File: config.mk
export PLATFORM = sky130hd
export DESIGN_NAME = ivp_vector_unit
export DESIGN_NICKNAME = d
export VERILOG_FILES = /design/src/core/ivp_prio_enc.v /design/src/core/ivp_vector_unit.v
export VERILOG_INCLUDE_DIRS = /design/src /design/src/core
export SDC_FILE = /design/constraint.sdc
export NUM_CORES = 1
export LEC_CHECK = 0
export ABC_AREA = 1
export BUFFER_PORTS_ARGS = -buffer_cell sky130_fd_sc_hd__buf_2
export CAP_MARGIN = 20
export CORE_ASPECT_RATIO = 0.6
export CORE_MARGIN = 4
export CORE_UTILIZATION = 40
export CTS_CLUSTER_DIAMETER = 200
export CTS_CLUSTER_SIZE = 20
export DETAILED_ROUTE_END_ITERATION = 10
export PLACE_DENSITY = 0.67
export SYNTH_ARGS = -nofsm -noshare
export SYNTH_HDL_FRONTEND = slang
export SYNTH_HIERARCHICAL = 1
export SYNTH_SLANG_ARGS = --single-unit
File: constraint.sdc
create_clock -name clk_sys -period 3.6 [get_ports clk_sys]
set_clock_uncertainty 0.15 [all_clocks]
set_input_delay 0.72 -clock clk_sys [delete_from_list [all_inputs] [get_ports clk_sys]]
set_output_delay 0.72 -clock clk_sys [all_outputs]
set_load 0.01 [all_outputs]
File: src/core/ivp_defines.vh
`ifndef IVP_DEFINES_VH
`define IVP_DEFINES_VH

// Vector numbering.
`define IVP_NUM_VECTORS     32
`define IVP_NUM_W           5
`define IVP_NUM_RANKS       28

// Named vector numbers.
`define IVP_RESET_NUM       5'h00
`define IVP_NMI_NUM         5'h01
`define IVP_BUS_ERR_NUM     5'h18
`define IVP_DATA_LOG_NUM    5'h19
`define IVP_OS_SVC_NUM      5'h1A
`define IVP_RSVD_A_NUM      5'h1B
`define IVP_RSVD_B_NUM      5'h1C
`define IVP_EMU_NMI_NUM     5'h1D
`define IVP_SW_ONLY_A_NUM   5'h1E
`define IVP_SW_ONLY_B_NUM   5'h1F

// Vectors that hardware may raise and that carry a priority rank (1..26 and 29).
`define IVP_HW_RANKED_MASK  32'h27FFFFFE

// Hardware priority order, rank 0 (highest) in the low five bits.
`define IVP_RANK_ORDER {5'h1A, 5'h19, 5'h17, 5'h16, 5'h0F, 5'h0E, 5'h15, 5'h14, \
                        5'h0D, 5'h0C, 5'h13, 5'h0B, 5'h0A, 5'h09, 5'h12, 5'h08, \
                        5'h07, 5'h06, 5'h11, 5'h05, 5'h04, 5'h03, 5'h10, 5'h02, \
                        5'h18, 5'h01, 5'h1D, 5'h00}

// Address formation.
`define IVP_PAGE_W          16
`define IVP_ADDR_W          24
`define IVP_VEC_BYTES_LOG2  3
`define IVP_SEC_PAGE_SEL    2'h2

// Fetched vector word layout, byte 0 in the top lane.
`define IVP_BYTE0_HI        31
`define IVP_BYTE0_LO        24
`define IVP_ISR_ADDR_HI     23
`define IVP_ISR_ADDR_LO     0
`define IVP_FETCH_W         32

// Reset values.
`define IVP_STACK_MODE_RST  8'h00
`define IVP_ADDR_RST        24'h000000

`endif

File: src/core/ivp_prio_enc.v
`timescale 1ns/10ps
`include "ivp_defines.vh"

// Fixed-priority picker over the ranked hardware vectors.
module ivp_prio_enc (
  input  wire [`IVP_NUM_VECTORS-1:0] pend,
  output wire                        found,
  output wire [`IVP_NUM_W-1:0]       num
);

  // Rank table, one five-bit vector number per rank.
  localparam [`IVP_NUM_RANKS*`IVP_NUM_W-1:0] ORDER = `IVP_RANK_ORDER;

  // Running flags and accumulated winner through the rank chain.
  wire [`IVP_NUM_RANKS:0]              above;
  wire [(`IVP_NUM_RANKS+1)*`IVP_NUM_W-1:0] acc;

  assign above[0]              = 1'b0;
  assign acc[`IVP_NUM_W-1:0]   = {`IVP_NUM_W{1'b0}};

  // Each rank wins only when nothing above it is pending; the chain keeps it one-hot.
  genvar i;
  generate
    for (i = 0; i < `IVP_NUM_RANKS; i = i + 1) begin : g_rank
      wire [`IVP_NUM_W-1:0] vec = ORDER[i*`IVP_NUM_W +: `IVP_NUM_W];
      wire                  hit = pend[vec];
      wire                  win = hit & ~above[i];
      assign above[i+1] = above[i] | hit;
      assign acc[(i+1)*`IVP_NUM_W +: `IVP_NUM_W] =
        acc[i*`IVP_NUM_W +: `IVP_NUM_W] | ({`IVP_NUM_W{win}} & vec);
    end
  endgenerate

  assign found = above[`IVP_NUM_RANKS];
  assign num   = acc[`IVP_NUM_RANKS*`IVP_NUM_W +: `IVP_NUM_W];

endmodule // ivp_prio_enc

File: src/core/ivp_vector_unit.v
`timescale 1ns/10ps
`include "ivp_defines.vh"

module ivp_vector_unit (
  input  wire                        clk_sys,
  input  wire                        rst_n,
  input  wire [`IVP_NUM_VECTORS-1:0] hw_irq_pin,
  input  wire                        sw_int_req,
  input  wire [`IVP_NUM_W-1:0]       sw_int_num,
  input  wire                        cpu_accept,
  input  wire                        data_stack_pointer_wr,
  input  wire                        system_stack_pointer_wr,
  input  wire [`IVP_PAGE_W-1:0]      primary_vector_page_pointer,
  input  wire [`IVP_PAGE_W-1:0]      secondary_vector_page_pointer,
  input  wire                        fetch_rdy,
  input  wire [`IVP_FETCH_W-1:0]     fetch_data,
  output reg                         ack_valid_reg,
  output reg  [`IVP_NUM_W-1:0]       ack_num_reg,
  output reg                         fetch_req_reg,
  output reg  [`IVP_ADDR_W-1:0]      fetch_addr_reg,
  output reg                         isr_start_valid_reg,
  output reg  [`IVP_ADDR_W-1:0]      isr_start_addr_reg,
  output reg  [`IVP_NUM_W-1:0]       isr_num_reg,
  output reg                         stack_mode_valid_reg,
  output reg  [7:0]                  stack_mode_reg,
  output reg                         ints_enabled_reg,
  output reg                         busy_reg
);

  ////////////////////////////////////////////////////////////////////////////////
  // States, one-hot.
  // One-hot codes make each state test a single bit.
  // An illegal code falls back to idle.
  // Only one vector is in flight, so three states suffice.
  localparam [2:0] ST_IDLE  = 3'h1;  // Waiting for a request and a CPU boundary.
  localparam [2:0] ST_ADDR  = 3'h2;  // Forming the vector address.
  localparam [2:0] ST_FETCH = 3'h4;  // Waiting for the vector word.

  ////////////////////////////////////////////////////////////////////////////////
  // Declarations.
  // Request and sequencer registers have a _next value from a combinational process;
  // the clocked processes copy them; the synchroniser, stack flags, ack_num_reg and busy_reg load directly.
  reg  [`IVP_NUM_VECTORS-1:0] sync1_reg;      // First synchroniser stage.
  reg  [`IVP_NUM_VECTORS-1:0] sync2_reg;      // Second synchroniser stage.
  reg  [`IVP_NUM_VECTORS-1:0] prev_reg;       // Delayed copy for edge detection.
  reg  [`IVP_NUM_VECTORS-1:0] pend_reg;       // Latched hardware requests.
  reg  [`IVP_NUM_VECTORS-1:0] pend_next;      // Next pending set.
  reg                         reset_pend_reg; // Reset vector still owed.
  reg                         reset_pend_next;
  reg                         sw_pend_reg;    // Software request held.
  reg                         sw_pend_next;
  reg  [`IVP_NUM_W-1:0]       sw_num_reg;     // Number of the held software request.
  reg  [`IVP_NUM_W-1:0]       sw_num_next;
  reg                         sp_done_reg;    // Data stack pointer has been written.
  reg                         ssp_done_reg;   // System stack pointer has been written.
  reg  [2:0]                  state_reg;      // Sequencer state.
  reg  [2:0]                  state_next;
  reg  [`IVP_NUM_W-1:0]       cur_num_reg;    // Vector in service.
  reg  [`IVP_NUM_W-1:0]       cur_num_next;
  reg                         ack_valid_next;
  reg                         fetch_req_next;
  reg  [`IVP_ADDR_W-1:0]      fetch_addr_next;
  reg                         isr_start_valid_next;
  reg  [`IVP_ADDR_W-1:0]      isr_start_addr_next;
  reg  [`IVP_NUM_W-1:0]       isr_num_next;
  reg                         stack_mode_valid_next;
  reg  [7:0]                  stack_mode_next;
  reg  [`IVP_NUM_VECTORS-1:0] clr_vec;        // Pending bit taken this cycle.
  reg                         take;           // A request is acknowledged now.
  reg  [`IVP_NUM_W-1:0]       take_num;       // Number of that request.
  reg                         sw_clr;         // Held software request taken now.
  reg  [`IVP_PAGE_W-1:0]      page;           // Page chosen for the vector.
  wire [`IVP_NUM_VECTORS-1:0] hw_rise;        // Rising request edges.
  wire                        hw_found;       // Some ranked request is pending.
  wire [`IVP_NUM_W-1:0]       hw_num;         // Highest ranked pending request.
  wire                        sw_num_ok;      // Incoming software number is usable.
  wire                        sw_is_reset;    // Held software request is a reset.
  wire                        ints_en;        // Both stacks are initialised.

  ////////////////////////////////////////////////////////////////////////////////
  // Request sources.

  // A pin edge takes three clock edges to become pending: two to
  // synchronise and one for the edge stage. Sources firing soon
  // after reset still keep their request, as every stage resets low.
  // Edges are taken from the second stage only; the first stage feeds nothing else.
  assign hw_rise = sync2_reg & ~prev_reg;

  // Reserved numbers are refused; everything else, reset included, may be raised by software.
  assign sw_num_ok = (sw_int_num != `IVP_RSVD_A_NUM) &&
                     (sw_int_num != `IVP_RSVD_B_NUM);

  // A software request for vector 0 is served like the owed hardware reset, ahead of the stack gate.
  assign sw_is_reset = sw_pend_reg && (sw_num_reg == `IVP_RESET_NUM);

  // Both stack writes must have been seen.
  assign ints_en = sp_done_reg & ssp_done_reg;

  // Picks the winner among latched hardware requests.
  // A request latched after arbitration waits for the
  // next idle cycle.
  ivp_prio_enc u_prio (
    .pend  (pend_reg),
    .found (hw_found),
    .num   (hw_num)
  );

  ////////////////////////////////////////////////////////////////////////////////
  // Arbitration and sequencing.

  // Arbitration reads registered state and cpu_accept only, so the winner
  // cannot change within its acknowledge cycle.
  // Reset outranks all; a software request is an executed instruction, so it goes
  // ahead of hardware; hardware follows its fixed rank.
  always @* begin
    take     = 1'b0;
    take_num = `IVP_RESET_NUM;
    sw_clr   = 1'b0;
    clr_vec  = {`IVP_NUM_VECTORS{1'b0}};
    if ((state_reg == ST_IDLE) && cpu_accept) begin
      if (reset_pend_reg || sw_is_reset) begin
        take     = 1'b1;
        take_num = `IVP_RESET_NUM;
        sw_clr   = sw_is_reset;
      end else if (ints_en && sw_pend_reg) begin
        take     = 1'b1;
        take_num = sw_num_reg;
        sw_clr   = 1'b1;
      end else if (ints_en && hw_found) begin
        take     = 1'b1;
        take_num = hw_num;
        clr_vec[hw_num] = 1'b1;
      end
    end
  end

  // Pending bookkeeping; a new edge on a bit being cleared keeps the bit set.
  // Letting the set win means an edge in the cycle of its own
  // acknowledge is served again rather than lost.
  // Reserved and software-only numbers are masked off the pins.
  always @* begin
    pend_next = (pend_reg & ~clr_vec) |
                (hw_rise & `IVP_HW_RANKED_MASK);
    reset_pend_next = reset_pend_reg;
    if (take && (take_num == `IVP_RESET_NUM)) begin
      reset_pend_next = 1'b0;
    end
    sw_pend_next = sw_pend_reg;
    sw_num_next  = sw_num_reg;
    if (sw_clr) begin
      sw_pend_next = 1'b0;
    end
    // Only one software request is held; another is ignored until it is taken.
    // Reserved numbers never enter the holding register.
    if (sw_int_req && sw_num_ok && (!sw_pend_reg || sw_clr)) begin
      sw_pend_next = 1'b1;
      sw_num_next  = sw_int_num;
    end
  end

  // Page choice: vectors 16 to 23 live on the secondary page, the rest on the primary.
  // It uses the vector in service, so a new request cannot
  // move a fetch already under way.
  always @* begin
    if (cur_num_reg[`IVP_NUM_W-1:`IVP_NUM_W-2] == `IVP_SEC_PAGE_SEL) begin
      page = secondary_vector_page_pointer;
    end else begin
      page = primary_vector_page_pointer;
    end
  end

  // Sequencer: acknowledge, then form the address, then fetch the vector word.
  // There is no fetch timeout: a memory that never answers
  // leaves the unit busy until the next reset.
  // Pulse outputs default low; the rest hold their value.
  always @* begin
    state_next            = state_reg;
    cur_num_next          = cur_num_reg;
    ack_valid_next        = 1'b0;
    fetch_req_next        = fetch_req_reg;
    fetch_addr_next       = fetch_addr_reg;
    isr_start_valid_next  = 1'b0;
    isr_start_addr_next   = isr_start_addr_reg;
    isr_num_next          = isr_num_reg;
    stack_mode_valid_next = 1'b0;
    stack_mode_next       = stack_mode_reg;
    case (state_reg)
      ST_IDLE: begin
        // The acknowledge and its number leave on one edge.
        if (take) begin
          ack_valid_next = 1'b1;
          cur_num_next   = take_num;
          state_next     = ST_ADDR;
        end
      end
      ST_ADDR: begin
        // Page pointers are sampled here, after the acknowledge, not earlier.
        fetch_addr_next = {page, cur_num_reg,
                           {`IVP_VEC_BYTES_LOG2{1'b0}}};
        fetch_req_next  = 1'b1;
        state_next      = ST_FETCH;
      end
      ST_FETCH: begin
        // Only the first word is read; bytes 4 to 7 hold padding and are never needed.
        if (fetch_rdy) begin
          fetch_req_next       = 1'b0;
          isr_start_valid_next = 1'b1;
          isr_start_addr_next  = fetch_data[`IVP_ISR_ADDR_HI:`IVP_ISR_ADDR_LO];
          isr_num_next         = cur_num_reg;
          if (cur_num_reg == `IVP_RESET_NUM) begin
            stack_mode_valid_next = 1'b1;
            stack_mode_next       = fetch_data[`IVP_BYTE0_HI:`IVP_BYTE0_LO];
          end
          // Byte 0 of any other vector is dropped here on purpose.
          state_next = ST_IDLE;
        end
      end
      default: begin
        // An illegal code drops any fetch and returns to idle.
        state_next     = ST_IDLE;
        fetch_req_next = 1'b0;
      end
    endcase
  end

  ////////////////////////////////////////////////////////////////////////////////
  // Registers.
  // Every process here resets asynchronously to constants.

  // Synchroniser and edge detector for the request pins.
  // The edge stage resets low like the idle pins, so no
  // false edge follows the release of reset.
  always @(posedge clk_sys or negedge rst_n) begin
    if (!rst_n) begin
      sync1_reg <= {`IVP_NUM_VECTORS{1'b0}};
      sync2_reg <= {`IVP_NUM_VECTORS{1'b0}};
      prev_reg  <= {`IVP_NUM_VECTORS{1'b0}};
    end else begin
      sync1_reg <= hw_irq_pin;
      sync2_reg <= sync1_reg;
      prev_reg  <= sync2_reg;
    end
  end

  // Stack initialisation tracking; only a hardware reset rearms it.
  // The enable is registered so the port comes from a flip-flop.
  // A software reset leaves these flags alone on purpose.
  always @(posedge clk_sys or negedge rst_n) begin
    if (!rst_n) begin
      sp_done_reg      <= 1'b0;
      ssp_done_reg     <= 1'b0;
      ints_enabled_reg <= 1'b0;
    end else begin
      if (data_stack_pointer_wr) begin
        sp_done_reg <= 1'b1;
      end
      if (system_stack_pointer_wr) begin
        ssp_done_reg <= 1'b1;
      end
      // Looks ahead one write so the port matches the internal enable.
      ints_enabled_reg <= (sp_done_reg | data_stack_pointer_wr) &
                          (ssp_done_reg | system_stack_pointer_wr);
    end
  end

  // Request state; a hardware reset leaves the reset vector owed.
  // The owed vector is served even before the stacks are set.
  always @(posedge clk_sys or negedge rst_n) begin
    if (!rst_n) begin
      pend_reg       <= {`IVP_NUM_VECTORS{1'b0}};
      reset_pend_reg <= 1'b1;
      sw_pend_reg    <= 1'b0;
      sw_num_reg     <= `IVP_RESET_NUM;
    end else begin
      pend_reg       <= pend_next;
      reset_pend_reg <= reset_pend_next;
      sw_pend_reg    <= sw_pend_next;
      sw_num_reg     <= sw_num_next;
    end
  end

  // Sequencer and output registers.
  // No port has a combinational path from the request inputs.
  // The acknowledged number follows the vector in service
  // and stays valid until the next acknowledge.
  always @(posedge clk_sys or negedge rst_n) begin
    if (!rst_n) begin
      state_reg            <= ST_IDLE;
      cur_num_reg          <= `IVP_RESET_NUM;
      ack_valid_reg        <= 1'b0;
      ack_num_reg          <= `IVP_RESET_NUM;
      fetch_req_reg        <= 1'b0;
      fetch_addr_reg       <= `IVP_ADDR_RST;
      isr_start_valid_reg  <= 1'b0;
      isr_start_addr_reg   <= `IVP_ADDR_RST;
      isr_num_reg          <= `IVP_RESET_NUM;
      stack_mode_valid_reg <= 1'b0;
      stack_mode_reg       <= `IVP_STACK_MODE_RST;
      busy_reg             <= 1'b0;
    end else begin
      state_reg            <= state_next;
      cur_num_reg          <= cur_num_next;
      ack_valid_reg        <= ack_valid_next;
      ack_num_reg          <= cur_num_next;
      fetch_req_reg        <= fetch_req_next;
      fetch_addr_reg       <= fetch_addr_next;
      isr_start_valid_reg  <= isr_start_valid_next;
      isr_start_addr_reg   <= isr_start_addr_next;
      isr_num_reg          <= isr_num_next;
      stack_mode_valid_reg <= stack_mode_valid_next;
      stack_mode_reg       <= stack_mode_next;
      busy_reg             <= (state_next != ST_IDLE);
    end
  end

endmodule // ivp_vector_unit

==> impl_metrics.tcl <==
set metrics [dict create \
    pre_cts_ws_ps 232.2 \
    mostFrequentLayoutCell "dfrtp_1" \
    grt_pass1_vias 5293 \
    p_leak_uw 0.004702 \
    cp_slowest_cell "dfrtp_1" \
    worstPathRequired_ps 3740 \
    ios 180 \
    drive_above_1_share 0.2759 \
    num-nets-final 1012 \
    io_buffers 171 \
    final_cell_mix "dfrtp_1 (188), nand2_1 (176), buf_2 (170), o21ai_0 (94), inv_1 (85)" \
    critPathKind "flip-flop to flip-flop" \
    slew_viol_final 0 \
    timing.critical_path.buf_inv 1 \
    fmax_mhz 297.1 \
    grt_overflow 0 \
    end_kind "flip-flop" \
    cts_root_buf "clkbuf_16" \
    cp_common_cell "nor2_4" \
    antennaDiodeCount 0 \
    grt_max_degree 96 \
    area_growth_pct 24.99 \
    cts.reportedPaths.clkPinSlew_ps 80 \
    wl_per_cell_um 14.07 \
    dr.pass1.iters 4 \
    place_congestion 0.9014 \
    holdWs_ps 192.3 \
    fp.dieH_um 112.3 \
    syn_area_mm2 0.007251 \
    antenna_found_initial 0 \
    synthCells 718 \
    power_density_mw_per_mm2 687.6 \
    path_cells "nor2_4, nand4_4, nor2_4, nand4_4, nor2_4, nand4_4, nor2_4, nand4_4, nor2_4, nand4_4, nor2_4, nand4_1, nand3_2, inv_1, or2_2, nand3b_1, o21ai_0, o21ai_0" \
    path_delay_family "simple AND/OR/NAND/NOR gates" \
    rows 37 \
    status "complete, no violations" \
    setup_slack_ps 234.1 \
    hpwlAfterDp_mm 11.77 \
    drt-vias-per-instance 4.623 \
    register_area_mm2 0.004757 \
    crit_fanout 4 \
    start_util 0.4154 \
    avgSynthCellArea_um2 10.10 \
    cpPeakStageDelay_ps 420 \
    core_area_mm2 0.01745 \
    hold_violations 0 \
    r2r_setup_slack_ps 230 \
    yosysWarnings 6 \
    cts_htree_levels 4 \
    critical_path_arrival_ps 3510 \
    multi_input_area_mm2 0.002090 \
    tightest_slew_ps 745.7 \
    drv_cap 0 \
    die_w_um 181.8 \
    period_share 0.9350 \
    vdd_drop_max_uv 361.8 \
    setup_violations 0 \
    start_kind "flip-flop" \
    worstSkewPairLatency_ps 420 \
    cts_buffer_depth 2 \
    numClockSinks 190 \
    tritoncts "done" \
    period_minus_slack_ps 3366 \
    wirelength_mm 16.19 \
    cts_buffers 17 \
    fill_cells 1615 \
    relSlewSlack 0.5029 \
    remaining_drc_errors 0 \
    largest_reg_flops 28 \
    vias 5321 \
    hold_path_class "flip-flop to flip-flop" \
    grtUsageTotal 0.1600 \
    grt_pass1_wl_mm 26.62 \
    ant_nets 0 \
    first_iter_violations 399 \
    die_area_mm2 0.02042 \
]
## through the flow
stage | cells | utilization | instance area [µm²] | power (µW) | TNS (ps)
final | 1151 | 0.5192 | 9062 | 6232 | 0
after detailed placement | 1117 | 0.4812 | 8398 | 4341 | 0
after global routing | 1151 | 0.5192 | 9062 | 6625 | -68.37
after global placement | 1117 | 0.4812 | 8398 | 4303 | 0
after floorplan | 720 | - | 7258 | 3642 | 0
after CTS | 1149 | 0.5172 | 9027 | 6294 | 0
## worst reg2reg max path: stages, from the launching register on
cell and delay, ps:
dfrtp_1 420, nor2_4 160, nand4_4 120, nor2_4 130, nand4_4 110, nor2_4 130
nand4_4 100, nor2_4 150, nand4_4 130, nor2_4 140, nand4_4 110, nor2_4 130
nand4_1 180, nand3_2 160, inv_1 60, or2_2 290, nand3b_1 240, o21ai_0 230
o21ai_0 110
## final cells by class
type / count / area share
sequential: 190 / 0.5249
multi-input combinational: 421 / 0.2306
timing repair buffer: 179 / 0.1034
clock buffer: 18 / 0.04846
inverter: 95 / 0.03935
tap: 234 / 0.03231
clock inverter: 14 / 0.02099
## final timing paths
path,startpoint,to,cells past startpoint
max in group asynchronous,rst_n,reset_pend_reg,2
worst max register to register,pend_reg[29],pend_reg[15],18
worst min-delay path,sync1_reg[21],sync2_reg[21],0
worst max-delay path,pend_reg[29],pend_reg[15],18
min in group asynchronous,rst_n,prev_reg[17],1
worst min register to register,sync1_reg[21],sync2_reg[21],0
## layer usage
metal  GRT usage  share of wire  vias to the layer above
met5           0              0                        -
met4     0.03298         0.0078                        0
met3     0.04631          0.081                       12
met2      0.2208           0.41                      181
met1      0.2505           0.51                     2483
li1            -              -                     2645
## timing repair
item | CTS | global route
hold buffers | 0 | 0
setup endpoints to repair | 0 | 18
gates resized for setup | 0 | 8
setup buffers | 0 | 2
## power breakdown
part	switching (µW)	internal, µW	total, µW
Clock	898	1030	1920
Sequential	249	2560	2810
Combinational	943	552	1490
Power figures use the tool's default switching activity.
